### src/mscs_pkg.sv
// Shared constants, types and helpers of the motor starter contact sequencer.
// Assumes one 250 MHz system clock and an AXI4-Lite master with 12-bit addresses.
package mscs_pkg;

    // ==========================================================
    // Register map (byte addresses)
    localparam logic [11:0] REG_CTRL = 12'h000;
    localparam logic [11:0] REG_THRESH = 12'h004;
    localparam logic [11:0] REG_STATUS = 12'h008;
    localparam logic [11:0] REG_CURRENT = 12'h00c;

    // ==========================================================
    // Bus answers and widths
    localparam logic [1:0] RESP_OKAY = 2'h0;
    localparam logic [1:0] RESP_SLVERR = 2'h2;
    localparam int CUR_W = 10;
    localparam int BAR_SEGS = 10;

    // ==========================================================
    // Current figures in percent of full-load current
    localparam logic [CUR_W-1:0] THRESH_MIN_PCT = 10'h032;
    localparam logic [CUR_W-1:0] THRESH_MAX_PCT = 10'h190;
    localparam logic [CUR_W-1:0] THRESH_RESET_PCT = 10'h064;
    localparam logic [CUR_W-1:0] OVERCUR_LIMIT_PCT = 10'h1c2;
    localparam logic [CUR_W-1:0] BAR_STEP_PCT = 10'h028;

    // ==========================================================
    // Mode selections, one bit each, bit 5 first
    typedef struct packed {
        logic bypass_select;
        logic current_limit_select;
        logic speed_feedback_select;
        logic overcurrent_ind_select;
        logic monitor_trip_select;
        logic ramp_down_disable_select;
    } mscs_mode_t;
    localparam mscs_mode_t MODE_RESET = 6'h00;

    // Breaker-trip fault detections
    typedef struct packed {
        logic line_unbalanced;
        logic single_phase;
        logic phase_low;
        logic phase_lost;
        logic switch_misfire;
        logic switch_shorted;
    } mscs_fault_t;

    // ==========================================================
    // AXI4-Lite channels, master to slave and back
    typedef struct packed {
        logic awvalid;
        logic [11:0] awaddr;
        logic wvalid;
        logic [31:0] wdata;
        logic [3:0] wstrb;
        logic bready;
        logic arvalid;
        logic [11:0] araddr;
        logic rready;
    } mscs_axi_req_t;

    typedef struct packed {
        logic awready;
        logic wready;
        logic bvalid;
        logic [1:0] bresp;
        logic arready;
        logic rvalid;
        logic [31:0] rdata;
        logic [1:0] rresp;
    } mscs_axi_resp_t;

    // ==========================================================
    // Sequencer states
    typedef enum logic [4:0] {
        ST_IDLE = 5'h01,
        ST_RAMP_UP = 5'h02,
        ST_RUN = 5'h04,
        ST_RAMP_DOWN = 5'h08,
        ST_SHUTDOWN = 5'h10
    } mscs_state_t;

    // True while the motor is fed
    function automatic logic mscs_energized(input mscs_state_t st);
        mscs_energized = (st == ST_RAMP_UP) || (st == ST_RUN) || (st == ST_RAMP_DOWN);
    endfunction : mscs_energized

    // Keep a threshold inside its settable span
    function automatic logic [CUR_W-1:0] mscs_clamp(input logic [CUR_W-1:0] v);
        if (v < THRESH_MIN_PCT) begin
            mscs_clamp = THRESH_MIN_PCT;
        end else if (v > THRESH_MAX_PCT) begin
            mscs_clamp = THRESH_MAX_PCT;
        end else begin
            mscs_clamp = v;
        end
    endfunction : mscs_clamp

endpackage : mscs_pkg

### src/mscs_sequencer.sv
// Motor starter contact sequencer: start, run, stop, shutdown and trip contacts.
// Assumes synchronous field inputs, one clock, and an AXI4-Lite master.
//
// Chosen here: the register addresses and the AXI4-Lite interface to the registers.
`timescale 1ns/1ps
module mscs_sequencer
    import mscs_pkg::*;
(
    input wire logic clk_sys,
    input wire logic reset,
    input wire mscs_axi_req_t axi_req,
    output mscs_axi_resp_t axi_resp,
    input wire logic run_request_contact,
    input wire mscs_fault_t faults,
    input wire logic voltage_full_reached,
    input wire logic speed_full_reached,
    input wire logic ramp_down_complete,
    input wire logic [CUR_W-1:0] motor_current_pct,
    output logic run_confirm_output,
    output logic motor_energized_output,
    output logic ramp_end_output,
    output logic running_current_monitor,
    output logic overcurrent_indicator,
    output logic breaker_trip_output,
    output logic supply_indicator,
    output logic current_limit_active,
    output logic [BAR_SEGS-1:0] current_bar
);

    // ==========================================================
    // Register bus state
    logic aw_full_reg, aw_full_next;
    logic [11:0] aw_addr_reg, aw_addr_next;
    logic w_full_reg, w_full_next;
    logic [31:0] w_data_reg, w_data_next;
    logic [3:0] w_strb_reg, w_strb_next;
    logic awready_reg, awready_next;
    logic wready_reg, wready_next;
    logic bvalid_reg, bvalid_next;
    logic [1:0] bresp_reg, bresp_next;
    logic arready_reg, arready_next;
    logic rvalid_reg, rvalid_next;
    logic [31:0] rdata_reg, rdata_next;
    logic [1:0] rresp_reg, rresp_next;
    mscs_mode_t mode_reg, mode_next;
    logic [CUR_W-1:0] threshold_reg, threshold_next;

    // ==========================================================
    // Sequencer state
    mscs_state_t state_reg, state_next;
    logic monitor_shut_reg, monitor_shut_next;
    logic overcur_shut_reg, overcur_shut_next;
    logic overcur_mon_reg, overcur_mon_next;
    logic trip_reg, trip_next;
    logic run_confirm_reg, run_confirm_next;
    logic motor_on_reg, motor_on_next;
    logic ramp_end_reg, ramp_end_next;
    logic mon_out_reg, mon_out_next;
    logic limit_reg, limit_next;
    logic supply_reg;

    // ==========================================================
    // Derived conditions
    logic restart_rise;
    logic ramp_up_done;
    logic overcurrent;
    logic monitor_excess;
    logic trip_blocked;
    logic [31:0] status_word;
    logic [31:0] current_word;

    // Restart detection on the run request
    mscs_restart_detect u_restart (
        .clk_sys(clk_sys),
        .reset(reset),
        .run_request(run_request_contact),
        .restart_rise(restart_rise)
    );

    // Current bar graph while the motor is fed
    mscs_bar_graph u_bar (
        .clk_sys(clk_sys),
        .reset(reset),
        .show(mscs_energized(state_reg)),
        .current_pct(motor_current_pct),
        .segments(current_bar)
    );

    // ==========================================================
    // Read-back words
    assign status_word = {15'h0000, state_reg, trip_reg, overcur_mon_reg, overcur_shut_reg,
                          monitor_shut_reg, limit_reg, mon_out_reg, ramp_end_reg,
                          motor_on_reg, run_confirm_reg, supply_reg, run_request_contact,
                          (state_reg == ST_RUN)};
    assign current_word = {6'h00, current_bar, 6'h00, motor_current_pct};

    // ==========================================================
    // Write channels: address and data in either order
    always_comb begin
        aw_full_next = aw_full_reg;
        aw_addr_next = aw_addr_reg;
        w_full_next = w_full_reg;
        w_data_next = w_data_reg;
        w_strb_next = w_strb_reg;
        bvalid_next = bvalid_reg;
        bresp_next = bresp_reg;
        mode_next = mode_reg;
        threshold_next = threshold_reg;
        if (axi_req.awvalid && awready_reg) begin
            aw_full_next = 1'b1;
            aw_addr_next = axi_req.awaddr;
        end
        if (axi_req.wvalid && wready_reg) begin
            w_full_next = 1'b1;
            w_data_next = axi_req.wdata;
            w_strb_next = axi_req.wstrb;
        end
        if (bvalid_reg && axi_req.bready) begin
            bvalid_next = 1'b0;
        end
        // Commit once both halves are held
        if (aw_full_reg && w_full_reg && !bvalid_reg) begin
            aw_full_next = 1'b0;
            w_full_next = 1'b0;
            bvalid_next = 1'b1;
            bresp_next = RESP_OKAY;
            case (aw_addr_reg)
                REG_CTRL: begin
                    if (w_strb_reg[0]) begin
                        mode_next = w_data_reg[5:0];
                    end
                end
                REG_THRESH: begin
                    // Byte lanes merge, then clamp to span
                    threshold_next = mscs_clamp({w_strb_reg[1] ? w_data_reg[9:8]
                                                               : threshold_reg[9:8],
                                                 w_strb_reg[0] ? w_data_reg[7:0]
                                                               : threshold_reg[7:0]});
                end
                REG_STATUS, REG_CURRENT: begin
                    bresp_next = RESP_OKAY; // Read-only, write ignored
                end
                default: begin
                    bresp_next = RESP_SLVERR;
                end
            endcase
        end
        awready_next = !aw_full_next && !bvalid_next;
        wready_next = !w_full_next && !bvalid_next;
    end

    always_ff @(posedge clk_sys) begin
        if (reset) begin
            aw_full_reg <= 1'b0;
            aw_addr_reg <= 12'h000;
            w_full_reg <= 1'b0;
            w_data_reg <= 32'h00000000;
            w_strb_reg <= 4'h0;
            awready_reg <= 1'b0;
            wready_reg <= 1'b0;
            bvalid_reg <= 1'b0;
            bresp_reg <= RESP_OKAY;
            mode_reg <= MODE_RESET;
            threshold_reg <= THRESH_RESET_PCT;
        end else begin
            aw_full_reg <= aw_full_next;
            aw_addr_reg <= aw_addr_next;
            w_full_reg <= w_full_next;
            w_data_reg <= w_data_next;
            w_strb_reg <= w_strb_next;
            awready_reg <= awready_next;
            wready_reg <= wready_next;
            bvalid_reg <= bvalid_next;
            bresp_reg <= bresp_next;
            mode_reg <= mode_next;
            threshold_reg <= threshold_next;
        end
    end

    // ==========================================================
    // Read channel: data one cycle after the address
    always_comb begin
        rvalid_next = rvalid_reg;
        rdata_next = rdata_reg;
        rresp_next = rresp_reg;
        if (rvalid_reg && axi_req.rready) begin
            rvalid_next = 1'b0;
        end
        if (axi_req.arvalid && arready_reg) begin
            rvalid_next = 1'b1;
            rresp_next = RESP_OKAY;
            case (axi_req.araddr)
                REG_CTRL: rdata_next = {26'h0000000, mode_reg};
                REG_THRESH: rdata_next = {22'h000000, threshold_reg};
                REG_STATUS: rdata_next = status_word;
                REG_CURRENT: rdata_next = current_word;
                default: begin
                    rdata_next = 32'h00000000;
                    rresp_next = RESP_SLVERR;
                end
            endcase
        end
        arready_next = !rvalid_next;
    end

    always_ff @(posedge clk_sys) begin
        if (reset) begin
            arready_reg <= 1'b0;
            rvalid_reg <= 1'b0;
            rdata_reg <= 32'h00000000;
            rresp_reg <= RESP_OKAY;
        end else begin
            arready_reg <= arready_next;
            rvalid_reg <= rvalid_next;
            rdata_reg <= rdata_next;
            rresp_reg <= rresp_next;
        end
    end

    // ==========================================================
    // Detections that steer the sequence
    always_comb begin
        ramp_up_done = mode_reg.speed_feedback_select ? speed_full_reached
                                                      : voltage_full_reached;
        overcurrent = mscs_energized(state_reg) && (motor_current_pct > OVERCUR_LIMIT_PCT);
        monitor_excess = (state_reg == ST_RUN) && (motor_current_pct > threshold_reg);
        trip_blocked = mode_reg.bypass_select && ramp_end_reg && (state_reg == ST_RUN);
    end

    // ==========================================================
    // Sequence, latched shutdowns and contact values
    always_comb begin
        state_next = state_reg;
        monitor_shut_next = monitor_shut_reg;
        overcur_shut_next = overcur_shut_reg;
        overcur_mon_next = overcur_mon_reg;
        trip_next = trip_reg || ((|faults) && !trip_blocked);
        case (state_reg)
            ST_IDLE: begin
                if (run_request_contact) begin
                    state_next = ST_RAMP_UP;
                end
            end
            ST_RAMP_UP: begin
                if (overcurrent) begin
                    state_next = ST_SHUTDOWN;
                end else if (!run_request_contact) begin
                    state_next = mode_reg.ramp_down_disable_select ? ST_IDLE
                                                                   : ST_RAMP_DOWN;
                end else if (ramp_up_done) begin
                    state_next = ST_RUN;
                end
            end
            ST_RUN: begin
                if (overcurrent) begin
                    state_next = ST_SHUTDOWN;
                end else if (monitor_excess && mode_reg.monitor_trip_select) begin
                    state_next = ST_SHUTDOWN;
                    monitor_shut_next = 1'b1;
                end else if (!run_request_contact) begin
                    state_next = mode_reg.ramp_down_disable_select ? ST_IDLE
                                                                   : ST_RAMP_DOWN;
                end
            end
            ST_RAMP_DOWN: begin
                if (overcurrent) begin
                    state_next = ST_SHUTDOWN;
                end else if (run_request_contact) begin
                    state_next = ST_RAMP_UP;
                end else if (ramp_down_complete) begin
                    state_next = ST_IDLE;
                end
            end
            ST_SHUTDOWN: begin
                if (restart_rise) begin
                    state_next = ST_RAMP_UP;
                    monitor_shut_next = 1'b0;
                    overcur_shut_next = 1'b0;
                    overcur_mon_next = 1'b0;
                end
            end
            default: begin
                state_next = ST_IDLE;
            end
        endcase
        // Overcurrent latches, optionally on the monitor contact too
        if (overcurrent) begin
            overcur_shut_next = 1'b1;
            overcur_mon_next = mode_reg.overcurrent_ind_select;
        end
        // Breaker trip removes all power
        if (trip_next) begin
            state_next = ST_IDLE;
        end
        run_confirm_next = run_request_contact && !trip_next;
        motor_on_next = mscs_energized(state_next) && mscs_energized(state_reg);
        ramp_end_next = (state_next == ST_RUN);
        mon_out_next = monitor_shut_next || overcur_mon_next ||
                       (!mode_reg.monitor_trip_select && monitor_excess);
        limit_next = mode_reg.current_limit_select &&
                     ((state_next == ST_RAMP_UP) || (state_next == ST_RAMP_DOWN));
    end

    always_ff @(posedge clk_sys) begin
        if (reset) begin
            state_reg <= ST_IDLE;
            monitor_shut_reg <= 1'b0;
            overcur_shut_reg <= 1'b0;
            overcur_mon_reg <= 1'b0;
            trip_reg <= 1'b0;
            run_confirm_reg <= 1'b0;
            motor_on_reg <= 1'b0;
            ramp_end_reg <= 1'b0;
            mon_out_reg <= 1'b0;
            limit_reg <= 1'b0;
            supply_reg <= 1'b0;
        end else begin
            state_reg <= state_next;
            monitor_shut_reg <= monitor_shut_next;
            overcur_shut_reg <= overcur_shut_next;
            overcur_mon_reg <= overcur_mon_next;
            trip_reg <= trip_next;
            run_confirm_reg <= run_confirm_next;
            motor_on_reg <= motor_on_next;
            ramp_end_reg <= ramp_end_next;
            mon_out_reg <= mon_out_next;
            limit_reg <= limit_next;
            supply_reg <= 1'b1;
        end
    end

    // ==========================================================
    // Outputs, all from flip-flops
    assign run_confirm_output = run_confirm_reg;
    assign motor_energized_output = motor_on_reg;
    assign ramp_end_output = ramp_end_reg;
    assign running_current_monitor = mon_out_reg;
    assign overcurrent_indicator = overcur_shut_reg;
    assign breaker_trip_output = trip_reg;
    assign supply_indicator = supply_reg;
    assign current_limit_active = limit_reg;
    assign axi_resp.awready = awready_reg;
    assign axi_resp.wready = wready_reg;
    assign axi_resp.bvalid = bvalid_reg;
    assign axi_resp.bresp = bresp_reg;
    assign axi_resp.arready = arready_reg;
    assign axi_resp.rvalid = rvalid_reg;
    assign axi_resp.rdata = rdata_reg;
    assign axi_resp.rresp = rresp_reg;

endmodule : mscs_sequencer

### src/mscs_restart_detect.sv
// Open-then-close detector for the run request.
// Assumes the contact input is already synchronous to clk_sys.
`timescale 1ns/1ps
module mscs_restart_detect
    import mscs_pkg::*;
(
    input wire logic clk_sys,
    input wire logic reset,
    input wire logic run_request,
    output logic restart_rise
);

    logic prev_reg;
    logic prev_next;

    // ==========================================================
    // Previous sample of the request
    always_comb begin
        prev_next = run_request;
    end

    always_ff @(posedge clk_sys) begin
        if (reset) begin
            prev_reg <= 1'b0;
        end else begin
            prev_reg <= prev_next;
        end
    end

    // Rise only: open seen, now closed
    assign restart_rise = run_request && !prev_reg;

endmodule : mscs_restart_detect

### src/mscs_bar_graph.sv
// Ten-segment motor current bar graph, registered.
// Assumes current in percent of full-load current.
`timescale 1ns/1ps
module mscs_bar_graph
    import mscs_pkg::*;
(
    input wire logic clk_sys,
    input wire logic reset,
    input wire logic show,
    input wire logic [CUR_W-1:0] current_pct,
    output logic [BAR_SEGS-1:0] segments
);

    logic [BAR_SEGS-1:0] seg_reg;
    logic [BAR_SEGS-1:0] seg_next;
    logic [CUR_W-1:0] level;

    // ==========================================================
    // Segment n lit at or above (n+1) steps
    always_comb begin
        seg_next = '0;
        level = BAR_STEP_PCT;
        for (int i = 0; i < BAR_SEGS; i++) begin
            seg_next[i] = show && (current_pct >= level);
            level = CUR_W'(level + BAR_STEP_PCT);
        end
    end

    always_ff @(posedge clk_sys) begin
        if (reset) begin
            seg_reg <= '0;
        end else begin
            seg_reg <= seg_next;
        end
    end

    assign segments = seg_reg;

endmodule : mscs_bar_graph

### config.mk
export PLATFORM = sky130hd
export DESIGN_NAME = mscs_sequencer
export DESIGN_NICKNAME = d
export VERILOG_FILES = /design/src/mscs_pkg.sv /design/src/mscs_sequencer.sv /design/src/mscs_restart_detect.sv /design/src/mscs_bar_graph.sv
export SDC_FILE = /design/constraint.sdc
export NUM_CORES = 1
export LEC_CHECK = 0
export BUFFER_PORTS_ARGS = -buffer_cell sky130_fd_sc_hd__buf_2
export CAP_MARGIN = 20
export CORE_AREA = 2 2 99 101
export DETAILED_ROUTE_END_ITERATION = 16
export DIE_AREA = 0 0 101 103
export PLACE_DENSITY = 0.79
export SYNTH_ARGS = -nofsm -noshare
export SYNTH_HDL_FRONTEND = slang
export SYNTH_SLANG_ARGS = --single-unit
### constraint.sdc
create_clock -name clk_sys -period 3.05 [get_ports clk_sys]
set_clock_uncertainty 0.15 [all_clocks]
set_input_delay 0.1525 -clock clk_sys [delete_from_list [all_inputs] [get_ports clk_sys]]
set_output_delay 0.1525 -clock clk_sys [all_outputs]
set_load 0.05 [all_outputs]
== After elaboration in Yosys (flattened, before gate mapping) ==
Index checks and enable logic that the tools add are counted.

* Bits in registers: 109
* Bits of input ports: 87
* Output and inout port bits: 59
* Word-level logic and storage cells: 159

* Magnitude comparators: 14
* Equality and inequality tests: 14
* Multiplexer cells: 41
* Reduce and logical (&&, ||, !) cells: 57

{| class="wikitable"
|+ Operators by type and width
! operator !! number
|-
| $pmux W26 S4 || 1
|-
| $mux W5 || 12
|-
| $eq A12 B4 Y1 const B || 4
|-
| $ge A10 B9 Y1 const B || 4
|-
| $ge A10 B8 Y1 const B || 3
|-
| $logic_and A1 B1 Y1 || 30
|-
| $pmux W5 S5 || 1
|-
| $eq A12 B3 Y1 const B || 2
|-
| $logic_not A12 Y1 || 2
|-
| $ge A10 B7 Y1 const B || 2
|-
| $gt A10 B9 Y1 const B || 2
|-
| $mux W10 || 2
|-
| $mux W1 || 19
|-
| $eq A5 B2 Y1 const B || 2
|-
| $eq A5 B3 Y1 const B || 2
|-
| $eq A5 B4 Y1 const B || 2
|-
| $ge A10 B6 Y1 const B || 1
|-
| $gt A10 B10 Y1 || 1
|-
| $lt A10 B6 Y1 const B || 1
|-
| $logic_not A1 Y1 || 9
|-
| $logic_or A1 B1 Y1 || 8
|-
| $mux W8 || 1
|-
| $reduce_or A4 Y1 || 2
|-
| $mux W2 || 3
|-
| 8 further kinds || 10
|}

== Logic depth before layout (Yosys ltp) ==
Gate-level depths: netlist (run 1).

* Depth in word-level cells: 11
* Mapped depth: 8
* Mapped depth without buffers: 8

== Cells and area by module ==
From an unflattened synthesis (run 1), not the netlist that was laid out.

* Cell total of the unflattened synthesis: 552
* Area total of the unflattened synthesis: 4,772.1 um^2

{| class="wikitable"
|+ By module, submodules not included
! module !! instances !! cells each !! area each (um^2) !! seq. area each (um^2)
|-
| mscs_sequencer || 1 || 510 || 4,341.7 || 1,801.7
|-
| mscs_bar_graph || 1 || 39 || 382.9 || 200.2
|-
| mscs_restart_detect || 1 || 3 || 47.5 || 20.0
|}

== Worst setup path after synthesis (run 1) ==
Ideal clock, no wire load.

* Path kind: register to register
* From: register threshold_reg[9]
* To: register state_reg[0]
* Library setup time: 0.059 ns
* Data arrival time: 1.987 ns
* Required time: 2.841 ns
* Setup slack: 0.853 ns
* Cell stages (with the launch flop): 9
* Path buffers: 0
* Clock period less this slack: 2.197 ns
* Path through: dfxtp_1 > inv_1 > ha_1 > a21o_1 > a311o_1 > a221o_1 > and2_1 > o31ai_1 > a221o_1

* Cells in the longest elaborated chain, start to end: 7

{| class="wikitable"
|+ Ends and longest elaborated chain
! item !! RTL line !! text
|-
| start, declared || mscs_sequencer.sv:46 || <nowiki>logic [CUR_W-1:0] threshold_reg, threshold_next;</nowiki>
|-
| start signal, assigned || mscs_sequencer.sv:176 || <nowiki>threshold_reg <= threshold_next;</nowiki>
|-
| $gt A10 B10 Y1 || mscs_sequencer.sv:226 || <nowiki>monitor_excess = (state_reg == ST_RUN) && (motor_current_pct > threshold_reg);</nowiki>
|-
| $logic_and A1 B1 Y1 || mscs_sequencer.sv:226 ||
|-
| $logic_and A1 B1 Y1 || mscs_sequencer.sv:257 || <nowiki>end else if (monitor_excess && mode_reg.monitor_trip_select) begin</nowiki>
|-
| $mux W5 || mscs_sequencer.sv:257 ||
|-
| $mux W5 || mscs_sequencer.sv:255 || <nowiki>if (overcurrent) begin</nowiki>
|-
| $pmux W5 S5 || mscs_sequencer.sv:238 || <nowiki>case (state_reg)</nowiki>
|-
| $mux W5 || mscs_sequencer.sv:292 || <nowiki>if (trip_next) begin</nowiki>
|-
| end signal, assigned || mscs_sequencer.sv:318 || <nowiki>state_reg <= state_next;</nowiki>
|-
| end, declared || mscs_sequencer.sv:50 || <nowiki>mscs_state_t state_reg, state_next;</nowiki>
|}

No other way between the ends.
A chain may end at the register's enable or synchronous reset.

== Worst setup path after layout (run 1) ==
* From: input motor_current_pct[7]
* To: register state_reg[3]

* Cells in the longest elaborated chain, start to end: 7
* Elaborated cells between the ends (all ways): 11
* Classes of those cells: order compare (2); mux (6); reduce/logical (3)

{| class="wikitable"
|+ Ends and longest elaborated chain
! item !! RTL line !! text
|-
| start, declared || mscs_sequencer.sv:18 || <nowiki>input wire logic [CUR_W-1:0] motor_current_pct,</nowiki>
|-
| $gt A10 B10 Y1 || mscs_sequencer.sv:226 ||
|-
| $logic_and A1 B1 Y1 || mscs_sequencer.sv:226 ||
|-
| $logic_and A1 B1 Y1 || mscs_sequencer.sv:257 ||
|-
| $mux W5 || mscs_sequencer.sv:257 ||
|-
| $mux W5 || mscs_sequencer.sv:255 ||
|-
| $pmux W5 S5 * || mscs_sequencer.sv:238 ||
|-
| $mux W5 * || mscs_sequencer.sv:292 ||
|}

Every way passes the cells marked *; elsewhere a longest branch is shown, timed or not.

==> summary.txt, run 1 <==
============================================================================================
Run status                                                                      finished clean
Worst hold slack                                                                   0.0232 ns
Number of hold violations in the final report                                              0
Worst-margin pin slew                                                               0.801 ns
Number of antenna violations at the first check in global routing                          0
Starting DRT DRC Count                                                                   223
Category of the most critical setup path                                              in2reg
Share of synthesized flip-flops with an asynchronous set or reset                          0
Highest Clock Rate                                                                 0.386 GHz
Via total after detailed routing                                                       4,491
Count of max-cap constraint violations                                                     0
Mux share of post-synthesis cell area                                                 0.0546
Half-perimeter wire length after placement                                           8710 um
Synth Area per Inst                                                                8.38 um^2
GRT Max-Usage Layer                                                                     met2
Basic-gate share of the synthesized area counting and, or, nand and nor cells          0.222
Critical Path RT                                                                     3.18 ns
Area enclosed by the die boundary                                                10,400 um^2
Detailed-route wire length per cell                                                  15.3 um
Flip-flop and latch count after synthesis                                                101
Warnings from Yosys                                                                        0
Number of different library cells in the post-synthesis netlist                           58
Pwr per Cell Area                                                                438 nW/um^2
Total global routing track utilization                                                 0.238
Number of iterations in the first detailed-routing pass                                    5
Reg-to-reg critical path startpoint                                             threshold_reg[9]
Final ANT Viol Nets                                                                        0
CTS buffer count                                                                           9
Worst slew margin relative to its limit                                                0.466
Number of clock sinks                                                                    101
Met2 Usage GRT                                                                         0.430
Commonest cells after routing, fill and taps aside                              113 x sky130_fd_sc_hd__buf_2, 101 x sky130_fd_sc_hd__dfxtp_1, 83 x sky130_fd_sc_hd__nand2_1
Antenna diodes                                                                             0
Hold/Removal Path Class                                                               in2reg
Commonest non-fill, non-tap cell in the layout                                  sky130_fd_sc_hd__buf_2
Global route total overflow                                                                0
Final setup vio count                                                                      0
VDD IR max                                                                        0.000280 V
Net total in the final layout                                                            777
Number of global-route vias before repair                                              4,121
Area growth from synthesis to layout                                                   23.2%
Number of cells in the finished layout apart from fillers                                798
Category of the worst setup path capture point                                     flip-flop
Area inside the core boundary                                                      9460 um^2
Count of final max-slew check failures                                                     0
Synthesized area                                                                   4680 um^2
H-tree level count                                                                         3
Proportion of synthesized chip area in sequential cells                                0.432
Port bufs                                                                                113
Combinational family with the most area after synthesis                         simple AND/OR/NAND/NOR gates
Placed cells                                                                             747
Sum of negative setup slack                                                             0 ns
CTS resizes                                                                                0
Cell count of the worst hold path                                                          3
Top-level port count                                                                     146
Worst Hold Launch                                                               motor_current_pct[4]
Largest fanout of any net on the critical path                                            11
Synthesized-area fraction occupied by ao, oa, aoi and oai cells                        0.190
Post-route clock period utilization                                                    0.849
Largest register FFs                                                                      26
Vertical extent of the die                                                            103 um
PnR Total Power                                                                    0.00252 W
Met3 routing resource usage after global routing                                      0.0508
First-pass GRT wire length                                                         19,600 um
Largest net degree at the start of global routing                                         81
CTS root buf                                                                    sky130_fd_sc_hd__clkbuf_8
Data arrival time of the critical path                                               2.72 ns
Number of remaining DRC errors                                                             0
Most used DFF post-synth                                                        sky130_fd_sc_hd__dfxtp_1
Last weighted congestion value of the routability-driven placer                        0.888
Buffer count from post-CTS setup fixing                                                    0
Leakage                                                                              2.44 nW
Number of standard-cell rows in the floorplan                                             36
EDFF count, synth                                                                          0
Grt met1 use                                                                           0.288
Timing startpoint of the critical path                                          motor_current_pct[7]
Clock latency on the worst-skew pair                                                 0.37 ns
Post-Syn Instances                                                                       558
CTS max path bufs                                                                          2
CTS tree                                                                                done
Fraction of layout instances using a drive strength above 1                            0.212
Starting utilization of the core area                                                  0.494
Worst Reg-to-Reg Cells                                                                     8
Chip Width                                                                            101 um
CTS clock-pin slew for the worst setup and hold paths                                0.09 ns
Min Clock Period, post-route                                                         2.59 ns
Vias per std cell                                                                       5.63
Xor and xnor fraction of the mapped netlist area                                     0.00562
Share of synthesized cell area in full adder, half adder and majority cells           0.0268
Routed Wire Length                                                                 12,200 um
Setup repair after global routing missed its margin                                    false
Startpoint kind of the worst setup timing path                                    input port
============================================================================================
## critical path, stage by stage
cell and delay, ns:
sky130_fd_sc_hd__dlygate4sd3_1 0.54, sky130_fd_sc_hd__buf_2 0.19, sky130_fd_sc_hd__ha_1 0.33, sky130_fd_sc_hd__a21o_1 0.18, sky130_fd_sc_hd__a311o_1 0.35, sky130_fd_sc_hd__a221o_1 0.30
sky130_fd_sc_hd__a21oi_1 0.23, sky130_fd_sc_hd__o21ai_0 0.17, sky130_fd_sc_hd__a211oi_1 0.26
## cell usage after synthesis (3+ instances only)
cell	instances	area share
sky130_fd_sc_hd__mux4_2	6	0.029
sky130_fd_sc_hd__o22ai_1	3	0.0040
sky130_fd_sc_hd__nor3b_1	5	0.0080
sky130_fd_sc_hd__nand2b_1	3	0.0040
sky130_fd_sc_hd__ha_1	10	0.027
sky130_fd_sc_hd__a221o_1	4	0.0086
sky130_fd_sc_hd__nor4_1	5	0.0067
sky130_fd_sc_hd__a22oi_1	16	0.026
sky130_fd_sc_hd__inv_1	20	0.016
sky130_fd_sc_hd__nor3_1	15	0.016
sky130_fd_sc_hd__dfxtp_1	101	0.43
sky130_fd_sc_hd__nand2_1	83	0.067
sky130_fd_sc_hd__nand4_1	5	0.0067
sky130_fd_sc_hd__and2_1	4	0.0053
sky130_fd_sc_hd__buf_4	14	0.022
sky130_fd_sc_hd__and2_0	3	0.0040
sky130_fd_sc_hd__a22o_1	5	0.0094
sky130_fd_sc_hd__a21oi_1	59	0.063
sky130_fd_sc_hd__mux2i_1	12	0.026
sky130_fd_sc_hd__nor2b_1	4	0.0053
sky130_fd_sc_hd__or4_1	4	0.0064
sky130_fd_sc_hd__nand3_1	16	0.017
sky130_fd_sc_hd__a21o_1	5	0.0080
sky130_fd_sc_hd__o21ai_0	20	0.021
sky130_fd_sc_hd__clkbuf_1	33	0.026
sky130_fd_sc_hd__nor2_1	49	0.039
sky130_fd_sc_hd__a31oi_1	11	0.015
sky130_fd_sc_hd__a211oi_1	5	0.0080
## layer usage
metal  part of all wire  routed length (um)
met3              0.064                 780
met1               0.41                5020
met4              0.015                 186
met5                  0                   0
met2               0.51                6260
## stage by stage
stage,cell area [um^2],setup WS [ns],util
after floorplan,4700,0.853,-
after global placement,5200,0.671,0.550
after detailed placement,5200,0.584,0.550
after CTS,5760,0.506,0.609
after global routing,5760,0.303,0.609
final,5760,0.460,0.609
## cells by family (layout without fill, tap and decap cells)
logic type / count (synthesis) / in the layout
simple gates: 213 / 213
flops: 101 / 101
mux: 18 / 18
fa+ha+maj: 10 / 10
buf+inv: 69 / 188
compound gates: 143 / 143
xor+xnor: 3 / 3
other cells: 1 / 8
## area by class of cell
class	count	area [um^2]
clock inverters	5	60.1
fillers	840	3700
multi-input cells	395	2370
repair buffers	153	956
inverters	20	75.1
well taps	114	143
flip-flops and latches	101	2020
clock buffers	10	138
## power breakdown
| part | switching [W] | leakage [nW] | internal, W |
|---|---|---|---|
| registers | 0.0000208 | 0.818 | 0.00134 |
| logic | 0.000187 | 1.52 | 0.000123 |
| clock network | 0.000448 | 0.0987 | 0.000400 |
## what timing repair did
| action | in CTS | in global routing |
|---|---|---|
| endpoints found under the setup margin | 0 | 0 |
| hold buffers | 36 | 0 |
| hold endpoints to repair | 40 | 0 |
## path summary, 6_finish.rpt
| check | end | slack, ns |
|---|---|---|
| max reg2reg | state_reg[3] | 0.54 |
| min | u_bar.segments[5] | 0.02 |
| min reg2reg | rdata_reg[0] | 0.30 |
| max | state_reg[3] | 0.46 |
No activity file was read; power rests on OpenSTA's default activity.
==> inputs of run 2 (changes only) <==
==> constraint.sdc (replaced) <==
create_clock -name clk_sys -period 2.7 [get_ports clk_sys]
set_clock_uncertainty 0.15 [all_clocks]
set_input_delay 0.135 -clock clk_sys [delete_from_list [all_inputs] [get_ports clk_sys]]
set_output_delay 0.135 -clock clk_sys [all_outputs]
set_load 0.05 [all_outputs]
==> run 2 against run 1 <==
Effect of this change:
- flip-flop and latch count did not move
- register-to-register slack lost 0.31 ns
- utilization fell by 0.066 points
- worst setup slack lost 0.30 ns
- worst hold slack gained 0.00079 ns
- routed wire length increased by 0.33%
- via count grew 1.6%
- critical path depth did not move
- sequential share of layout area is essentially flat
- total power is 11% higher
- sequential power rose by 13%
- global-route usage decreased by 0.26 points
==> summary.txt, run 2 (synthesized netlist as in run 1, its figures left out) <==
================================================================================
Final setup vio count                                                          0   unchanged
Starting DRT DRC Count                                                       196   -12%
Commonest non-fill, non-tap cell in the layout                      sky130_fd_sc_hd__buf_2
VDD IR max                                                            0.000351 V   +25%
Routed Wire Length                                                     12,300 um   +0.33%
Total global routing track utilization                                     0.235   -0.00261
Fraction of layout instances using a drive strength above 1                0.209   -0.00323
Clock latency on the worst-skew pair                                     0.36 ns   about the same
Worst-margin pin slew                                                   0.811 ns   +0.00984 ns
Leakage                                                                  2.42 nW   -0.48%
CTS buffer count                                                               9   unchanged
Fill cell total of the finished layout                                       817   -2.7%
Number of standard-cell rows in the floorplan                                 36   unchanged
CTS max path bufs                                                              2   unchanged
Min Clock Period, post-route                                             2.54 ns
Area growth from synthesis to layout                                       23.0%
Critical path buffers and inverters                                            2   unchanged
Area used by multi-input combinational logic                           2370 um^2   unchanged
Vertical extent of the die                                                103 um   unchanged
Count of max-cap constraint violations                                         0   unchanged
Run status                                                          finished clean
Sequential Area                                                        2020 um^2   unchanged
Largest net degree at the start of global routing                             81   unchanged
Count of final max-slew check failures                                         0   unchanged
Post-route cell area                                                   5750 um^2   -0.11%
Half-perimeter wire length after placement                               8700 um   -0.14%
First-pass GRT wire length                                             19,400 um   -0.78%
Cell-by-cell trace of the critical path                             dlygate4sd3_1 -> buf_2 -> ha_1 -> a21o_1 -> a311o_1 -> a221o_1 -> a21oi_1 -> o21ai_0 -> a211oi_1
Commonest cells after routing, fill and taps aside                  113 x sky130_fd_sc_hd__buf_2, 101 x sky130_fd_sc_hd__dfxtp_1, 83 x sky130_fd_sc_hd__nand2_1
Chip Width                                                                101 um   unchanged
Top-level port count                                                         146   unchanged
Vias per std cell                                                           5.71   +1.5%
Area enclosed by the die boundary                                    10,400 um^2   unchanged
Starting utilization of the core area                                      0.494   unchanged
Global route total overflow                                                    0   unchanged
Number of clock sinks                                                        101   unchanged
H-tree level count                                                             3   unchanged
Hold/Removal Path Class                                                   in2reg
Highest Clock Rate                                                     0.393 GHz
Largest register FFs                                                          26   unchanged
Largest delay share family, worst path                              compound AO/OA/AOI/OAI gates
Post-route clock period utilization                                        0.942
Crit path max-delay cell type                                       sky130_fd_sc_hd__dlygate4sd3_1
Port bufs                                                                    113   unchanged
CTS resizes                                                                    0   unchanged
Number of global-route vias before repair                                  4,224   +2.5%
PnR Total Power                                                        0.00281 W   +11%
Number of hold violations in the final report                                  0   unchanged
Category of the worst setup path capture point                         flip-flop
Via total after detailed routing                                           4,563   +1.6%
Worst slew margin relative to its limit                                    0.459   -0.00656
Cell Area, Placed                                                      5200 um^2   unchanged
CTS root buf                                                        sky130_fd_sc_hd__clkbuf_8
Detailed-route wire length per cell                                      15.4 um   +0.21%
CTS tree                                                                    done
Last weighted congestion value of the routability-driven placer            0.867   -2.4%
Antenna diodes                                                                 0   unchanged
Area inside the core boundary                                          9460 um^2   unchanged
Final ANT Viol Nets                                                            0   unchanged
Number of antenna violations at the first check in global routing              0   unchanged
Setup repair after global routing missed its margin                        false
Delay of the slowest cell on the worst path                              0.55 ns   about the same
Pwr per Cell Area                                                    488 nW/um^2   +11%
Startpoint kind of the worst setup timing path                        input port
Worst hold slack                                                       0.0240 ns   +0.000788 ns
Sum of negative setup slack                                                 0 ns   unchanged
CTS clock-pin slew for the worst setup and hold paths                    0.09 ns   about the same
Critical Path RT                                                         2.83 ns   -0.35 ns
Largest fanout of any net on the critical path                                 7   -4
Number of remaining DRC errors                                                 0   unchanged
Data arrival time of the critical path                                   2.68 ns   -0.04 ns
Category of the most critical setup path                                  in2reg
Number of iterations in the first detailed-routing pass                        5   unchanged
Net total in the final layout                                                778   +0.13%
================================================================================
[run 2: path summary, 6_finish.rpt]
check / to / cells after the start / slack (ns) / startpoint
max reg2reg: state_reg[3] / 8 / 0.23 / threshold_reg[7]
min: u_bar.segments[2] / 3 / 0.02 / motor_current_pct[4]
min reg2reg: aw_addr_reg[6] / 2 / 0.31 / aw_addr_reg[6]
max: state_reg[3] / 9 / 0.16 / motor_current_pct[9]
[run 2: what timing repair did]
| item | in CTS | in global routing |
|---|---|---|
| setup buffers | 0 | 0 |
| hold buffers | 37 | 0 |
| hold endpoints to repair | 41 | 0 |
[run 2: metrics by stage]
stage,instances,setup WS [ns],utilization
2_1_floorplan,565,0.503,-
5_1_grt,799,0.0491,0.608
4_1_cts,799,0.218,0.608
6_report,799,0.158,0.608
3_3_place_gp,747,0.346,0.550
3_5_place_dp,747,0.273,0.550
[run 2: layout make-up]
class,instances,share of cell area
tap,114,0.0248
multi-input combinational,395,0.411
clock buffer,11,0.0228
inverter,20,0.0130
clock inverter,4,0.00870
timing repair buffer,154,0.168
sequential,101,0.351
[run 2: worst register-to-register path: cells and delay by family (launching register included)]
kind / cells / cell delay, ns
flops: 1 / 0.40
buf+inv: 1 / 0.08
fa+ha+maj: 1 / 0.29
compound gates: 6 / 1.47
[run 2: routing by layer]
metal  vias up  part of all wire  global-route usage
li1       2216                 -                   -
met1      2147              0.41               0.275
met2       175              0.51               0.430
met3        25             0.060              0.0414
met4         0             0.023              0.0884
met5         -                 0                   0
[run 2: report_power, final]
part | internal [W] | total (W) | switching [W]
clock network | 0.000423 | 0.000914 | 0.000491
registers | 0.00152 | 0.00154 | 0.0000250
logic | 0.000140 | 0.000351 | 0.000212
total | 0.00208 | 0.00281 | 0.000728
==> inputs of run 3 (changes only) <==
--- a/config.mk
+++ b/config.mk
@@ -6,11 +6,11 @@
 export NUM_CORES = 1
 export LEC_CHECK = 0
 export BUFFER_PORTS_ARGS = -buffer_cell sky130_fd_sc_hd__buf_2
-export CAP_MARGIN = 20
-export CORE_AREA = 2 2 99 101
+export CORE_AREA = 2 2 100 102
 export DETAILED_ROUTE_END_ITERATION = 16
-export DIE_AREA = 0 0 101 103
+export DIE_AREA = 0 0 102 104
 export PLACE_DENSITY = 0.79
 export SYNTH_ARGS = -nofsm -noshare
 export SYNTH_HDL_FRONTEND = slang
+export SYNTH_HIERARCHICAL = 1
 export SYNTH_SLANG_ARGS = --single-unit
==> run 3 against run 2 <==
Effect of this change:
- total power up 2.2%
- critical endpoint is now current_limit_active
- final cell count up 2.5%
- critical path depth unchanged
- non-clock buffer count unchanged
- register-to-register slack better by 0.03 ns
- combinational power down 1%
- via count down 1.0%
- flip-flop and latch count unchanged
- worst hold slack worse by 0.021 ns
==> summary.txt, run 3 <==
============================================================================================
Run status                                                                      finished clean
Area share of the largest cell type after synthesis                                    0.424   -0.00861
Mux share of post-synthesis cell area                                                 0.0671   +0.0125
CTS clock-pin slew for the worst setup and hold paths                                0.11 ns   +0.02 ns
Total global routing track utilization                                                 0.230   -0.00495
Leading area contributor after synthesis                                        sky130_fd_sc_hd__dfxtp_1
Chip Width                                                                            102 um   +0.99%
First-pass GRT wire length                                                         19,700 um   +1.4%
Post-route clock period utilization                                                    0.933   -0.00875
Net Sw Frac                                                                            0.271   +0.0119
Combinational fraction of design power                                                 0.121   -0.004
Switching power summed over all nets                                              0.000778 W   +6.9%
Global route total overflow                                                                0   unchanged
Min Clock Period, post-route                                                         2.52 ns   -0.0236 ns
Half-perimeter wire length after placement                                           8780 um   +0.96%
CTS tree                                                                                done
Number of global-route vias before repair                                              4,254   +0.71%
Category of the most critical setup path                                              in2reg
Flip-flop and latch count after synthesis                                                101   unchanged
Largest net degree at the start of global routing                                         33   -59%
Proportion of synthesized chip area in sequential cells                                0.424   -0.00861
Startpoint kind of the worst setup timing path                                    input port
Vertical extent of the die                                                            104 um   +0.97%
Sequential Area                                                                    2020 um^2   unchanged
Count of max-cap constraint violations                                                     0   unchanged
Synth Area per Inst                                                                8.65 um^2   +3.1%
Utilization after layout                                                               0.616   +0.00776
Amount of wire on met2 after detailed routing                                        5960 um   -4.1%
Largest fanout of any net on the critical path                                             8   +1
Fill cell total of the finished layout                                                   849   +3.9%
Fraction of layout instances using a drive strength above 1                            0.248   +0.0391
Xor and xnor fraction of the mapped netlist area                                     0.00184   -0.00378
Count of final max-slew check failures                                                     0   unchanged
Final setup vio count                                                                      0   unchanged
Data arrival time of the critical path                                               2.66 ns   -0.02 ns
Uppermost layer routed                                                                  met4
Synth cell count leaders                                                        101 x sky130_fd_sc_hd__dfxtp_1, 73 x sky130_fd_sc_hd__nand2_1, 61 x sky130_fd_sc_hd__nor2_1
Number of antenna violations at the first check in global routing                          0   unchanged
Number of remaining DRC errors                                                             0   unchanged
Worst slew margin relative to its limit                                                0.293   -0.166
Commonest cells after routing, fill and taps aside                              113 x sky130_fd_sc_hd__buf_2, 101 x sky130_fd_sc_hd__dfxtp_1, 73 x sky130_fd_sc_hd__nand2_1
Top-level port count                                                                     146   unchanged
CTS max path bufs                                                                          2   unchanged
Last weighted congestion value of the routability-driven placer                        0.904   +4.3%
Synthesized area                                                                   4770 um^2   +2.0%
Area growth from synthesis to layout                                                   23.3%
Antenna diodes                                                                             0   unchanged
Critical Path RT                                                                     2.84 ns   about the same
Starting DRT DRC Count                                                                   238   +21%
Worst-margin pin slew                                                                1.06 ns   +0.246 ns
VDD IR max                                                                        0.000279 V   -20%
Pwr per Cell Area                                                                488 nW/um^2   about the same
Commonest non-fill, non-tap cell in the layout                                  sky130_fd_sc_hd__buf_2
Number of different library cells in the post-synthesis netlist                           69   +19%
Warnings from Yosys                                                                        6   +6
CTS buffer count                                                                           9   unchanged
Sum of negative setup slack                                                             0 ns   unchanged
Clock latency on the worst-skew pair                                                 0.37 ns   about the same
Number of standard-cell rows in the floorplan                                             36   unchanged
Synthesized-area fraction occupied by ao, oa, aoi and oai cells                        0.170   -0.0208
Number of hold violations in the final report                                              0   unchanged
Leakage                                                                              2.42 nW   -0.17%
Vias per std cell                                                                       5.51   -3.4%
Most instantiated library cell after synthesis                                  sky130_fd_sc_hd__dfxtp_1
Hold/Removal Path Class                                                               in2reg
Routed length on met1                                                                5150 um   +2.0%
Most used DFF post-synth                                                        sky130_fd_sc_hd__dfxtp_1
Final ANT Viol Nets                                                                        0   unchanged
Internal portion of total power                                                    0.00209 W   +0.53%
Share of synthesized flip-flops with an asynchronous set or reset                          0   unchanged
Post-Syn Instances                                                                       552   -1.1%
Port bufs                                                                                113   unchanged
Area enclosed by the die boundary                                                10,600 um^2   +2.0%
Buffer count from post-CTS setup fixing                                                    0   unchanged
Metal3 WL                                                                             681 um   -7.3%
Number of clock sinks                                                                    101   unchanged
Combinational family with the most area after synthesis                         simple AND/OR/NAND/NOR gates
Largest register FFs                                                                      26   unchanged
Number of iterations in the first detailed-routing pass                                    7   +2
H-tree level count                                                                         3   unchanged
CTS root buf                                                                    sky130_fd_sc_hd__clkbuf_8
Register share of total power                                                          0.538   -0.011
Category of the worst setup path capture point                                     flip-flop
Area used by multi-input combinational logic                                       2470 um^2   +4.3%
Starting utilization of the core area                                                  0.500   +0.00529
CTS resizes                                                                                0   unchanged
Via total after detailed routing                                                       4,516   -1.0%
Share of synthesized cell area in full adder, half adder and majority cells           0.0262   -0.000533
Detailed-route wire length per cell                                                  14.7 um   -4.3%
Basic-gate share of the synthesized area counting and, or, nand and nor cells          0.246   +0.0239
Routed Wire Length                                                                 12,000 um   -1.9%
Largest cells by area after synthesis                                           sky130_fd_sc_hd__dfxtp_1 42%, sky130_fd_sc_hd__a21oi_1 5.9%, sky130_fd_sc_hd__nand2_1 5.7%, sky130_fd_sc_hd__nor2_1 4.8%, sky130_fd_sc_hd__a22oi_1 3.3%
Net total in the final layout                                                            778   unchanged
Area inside the core boundary                                                      9550 um^2   +0.95%
EDFF count, synth                                                                          0   unchanged
Clock power frac                                                                       0.341   +0.016
Highest Clock Rate                                                                 0.397 GHz   +0.94%
Setup repair after global routing missed its margin                                    false
============================================================================================
-- run 3: final timing paths --
| kind | slack (ns) | to | cells after the start | start |
|---|---|---|---|---|
| hold / removal | 0.003 | breaker_trip_output | 5 | faults[0] |
| hold reg to reg | 0.31 | aw_addr_reg[4] | 2 | aw_addr_reg[4] |
| setup reg to reg | 0.26 | current_limit_active | 8 | threshold_reg[5] |
| setup / recovery | 0.18 | current_limit_active | 9 | motor_current_pct[3] |
-- run 3: power groups by stage --
stage / combinational (W) / sequential [W] / clock, W
4_1_cts: 0.000345 / 0.00154 / 0.000993
6_report: 0.000347 / 0.00154 / 0.000979
3_5_place_dp: 0.000309 / 0.00158 / 0
2_1_floorplan: 0.000216 / 0.00158 / 0
3_3_place_gp: 0.000300 / 0.00158 / 0
5_1_grt: 0.000382 / 0.00155 / 0.00106
-- run 3: through the flow --
step / std cells / setup slack, ns / total power, W / cell area [um^2] / hold WS, ns
floorplan: 559 / 0.570 / 0.00180 / 4800 / 0.0493
global placement: 770 / 0.384 / 0.00188 / 5350 / 0.227
detailed placement: 770 / 0.277 / 0.00189 / 5350 / 0.231
CTS: 819 / 0.185 / 0.00288 / 5880 / 0.00742
global route: 819 / 0.0490 / 0.00299 / 5880 / 0.0182
finish: 819 / 0.181 / 0.00287 / 5880 / 0.00347
-- run 3: logic make-up (layout without fill, tap and decap cells) --
| family | after synthesis | in the layout |
|---|---|---|
| simple gates | 229 | 229 |
| other cells | 1 | 8 |
| fa+ha+maj | 10 | 10 |
| mux | 24 | 24 |
| compound gates | 125 | 125 |
| buf+inv | 61 | 188 |
| flops | 101 | 101 |
| xor+xnor | 1 | 1 |
-- run 3: area by class of cell --
class / count / area share
inverters: 18 / 0.0115
flip-flops and latches: 101 / 0.344
well taps: 133 / 0.0283
repair buffers: 154 / 0.162
clock buffers: 9 / 0.0211
multi-input cells: 397 / 0.420
clock inverters: 7 / 0.0134
-- run 3: layer usage --
layer,vias to the layer above,global-route usage
met5,-,0
met4,0,0.0790
met3,22,0.0349
met2,179,0.389
met1,2113,0.296
li1,2202,-
-- run 3: critical path, cell delays in order --
cell                            delay [ns]
sky130_fd_sc_hd__dlygate4sd3_1        0.54
sky130_fd_sc_hd__buf_2                0.18
sky130_fd_sc_hd__ha_1                 0.33
sky130_fd_sc_hd__a21oi_1              0.15
sky130_fd_sc_hd__o21ai_0              0.14
sky130_fd_sc_hd__a2111oi_2            0.52
sky130_fd_sc_hd__or2_2                0.26
sky130_fd_sc_hd__o221ai_1             0.16
sky130_fd_sc_hd__a311oi_1             0.24
-- run 3: timing repair --
item | in CTS | in global routing
hold buffers | 33 | 0
setup endpoints to repair | 0 | 0
endpoints found under the hold margin | 37 | 0
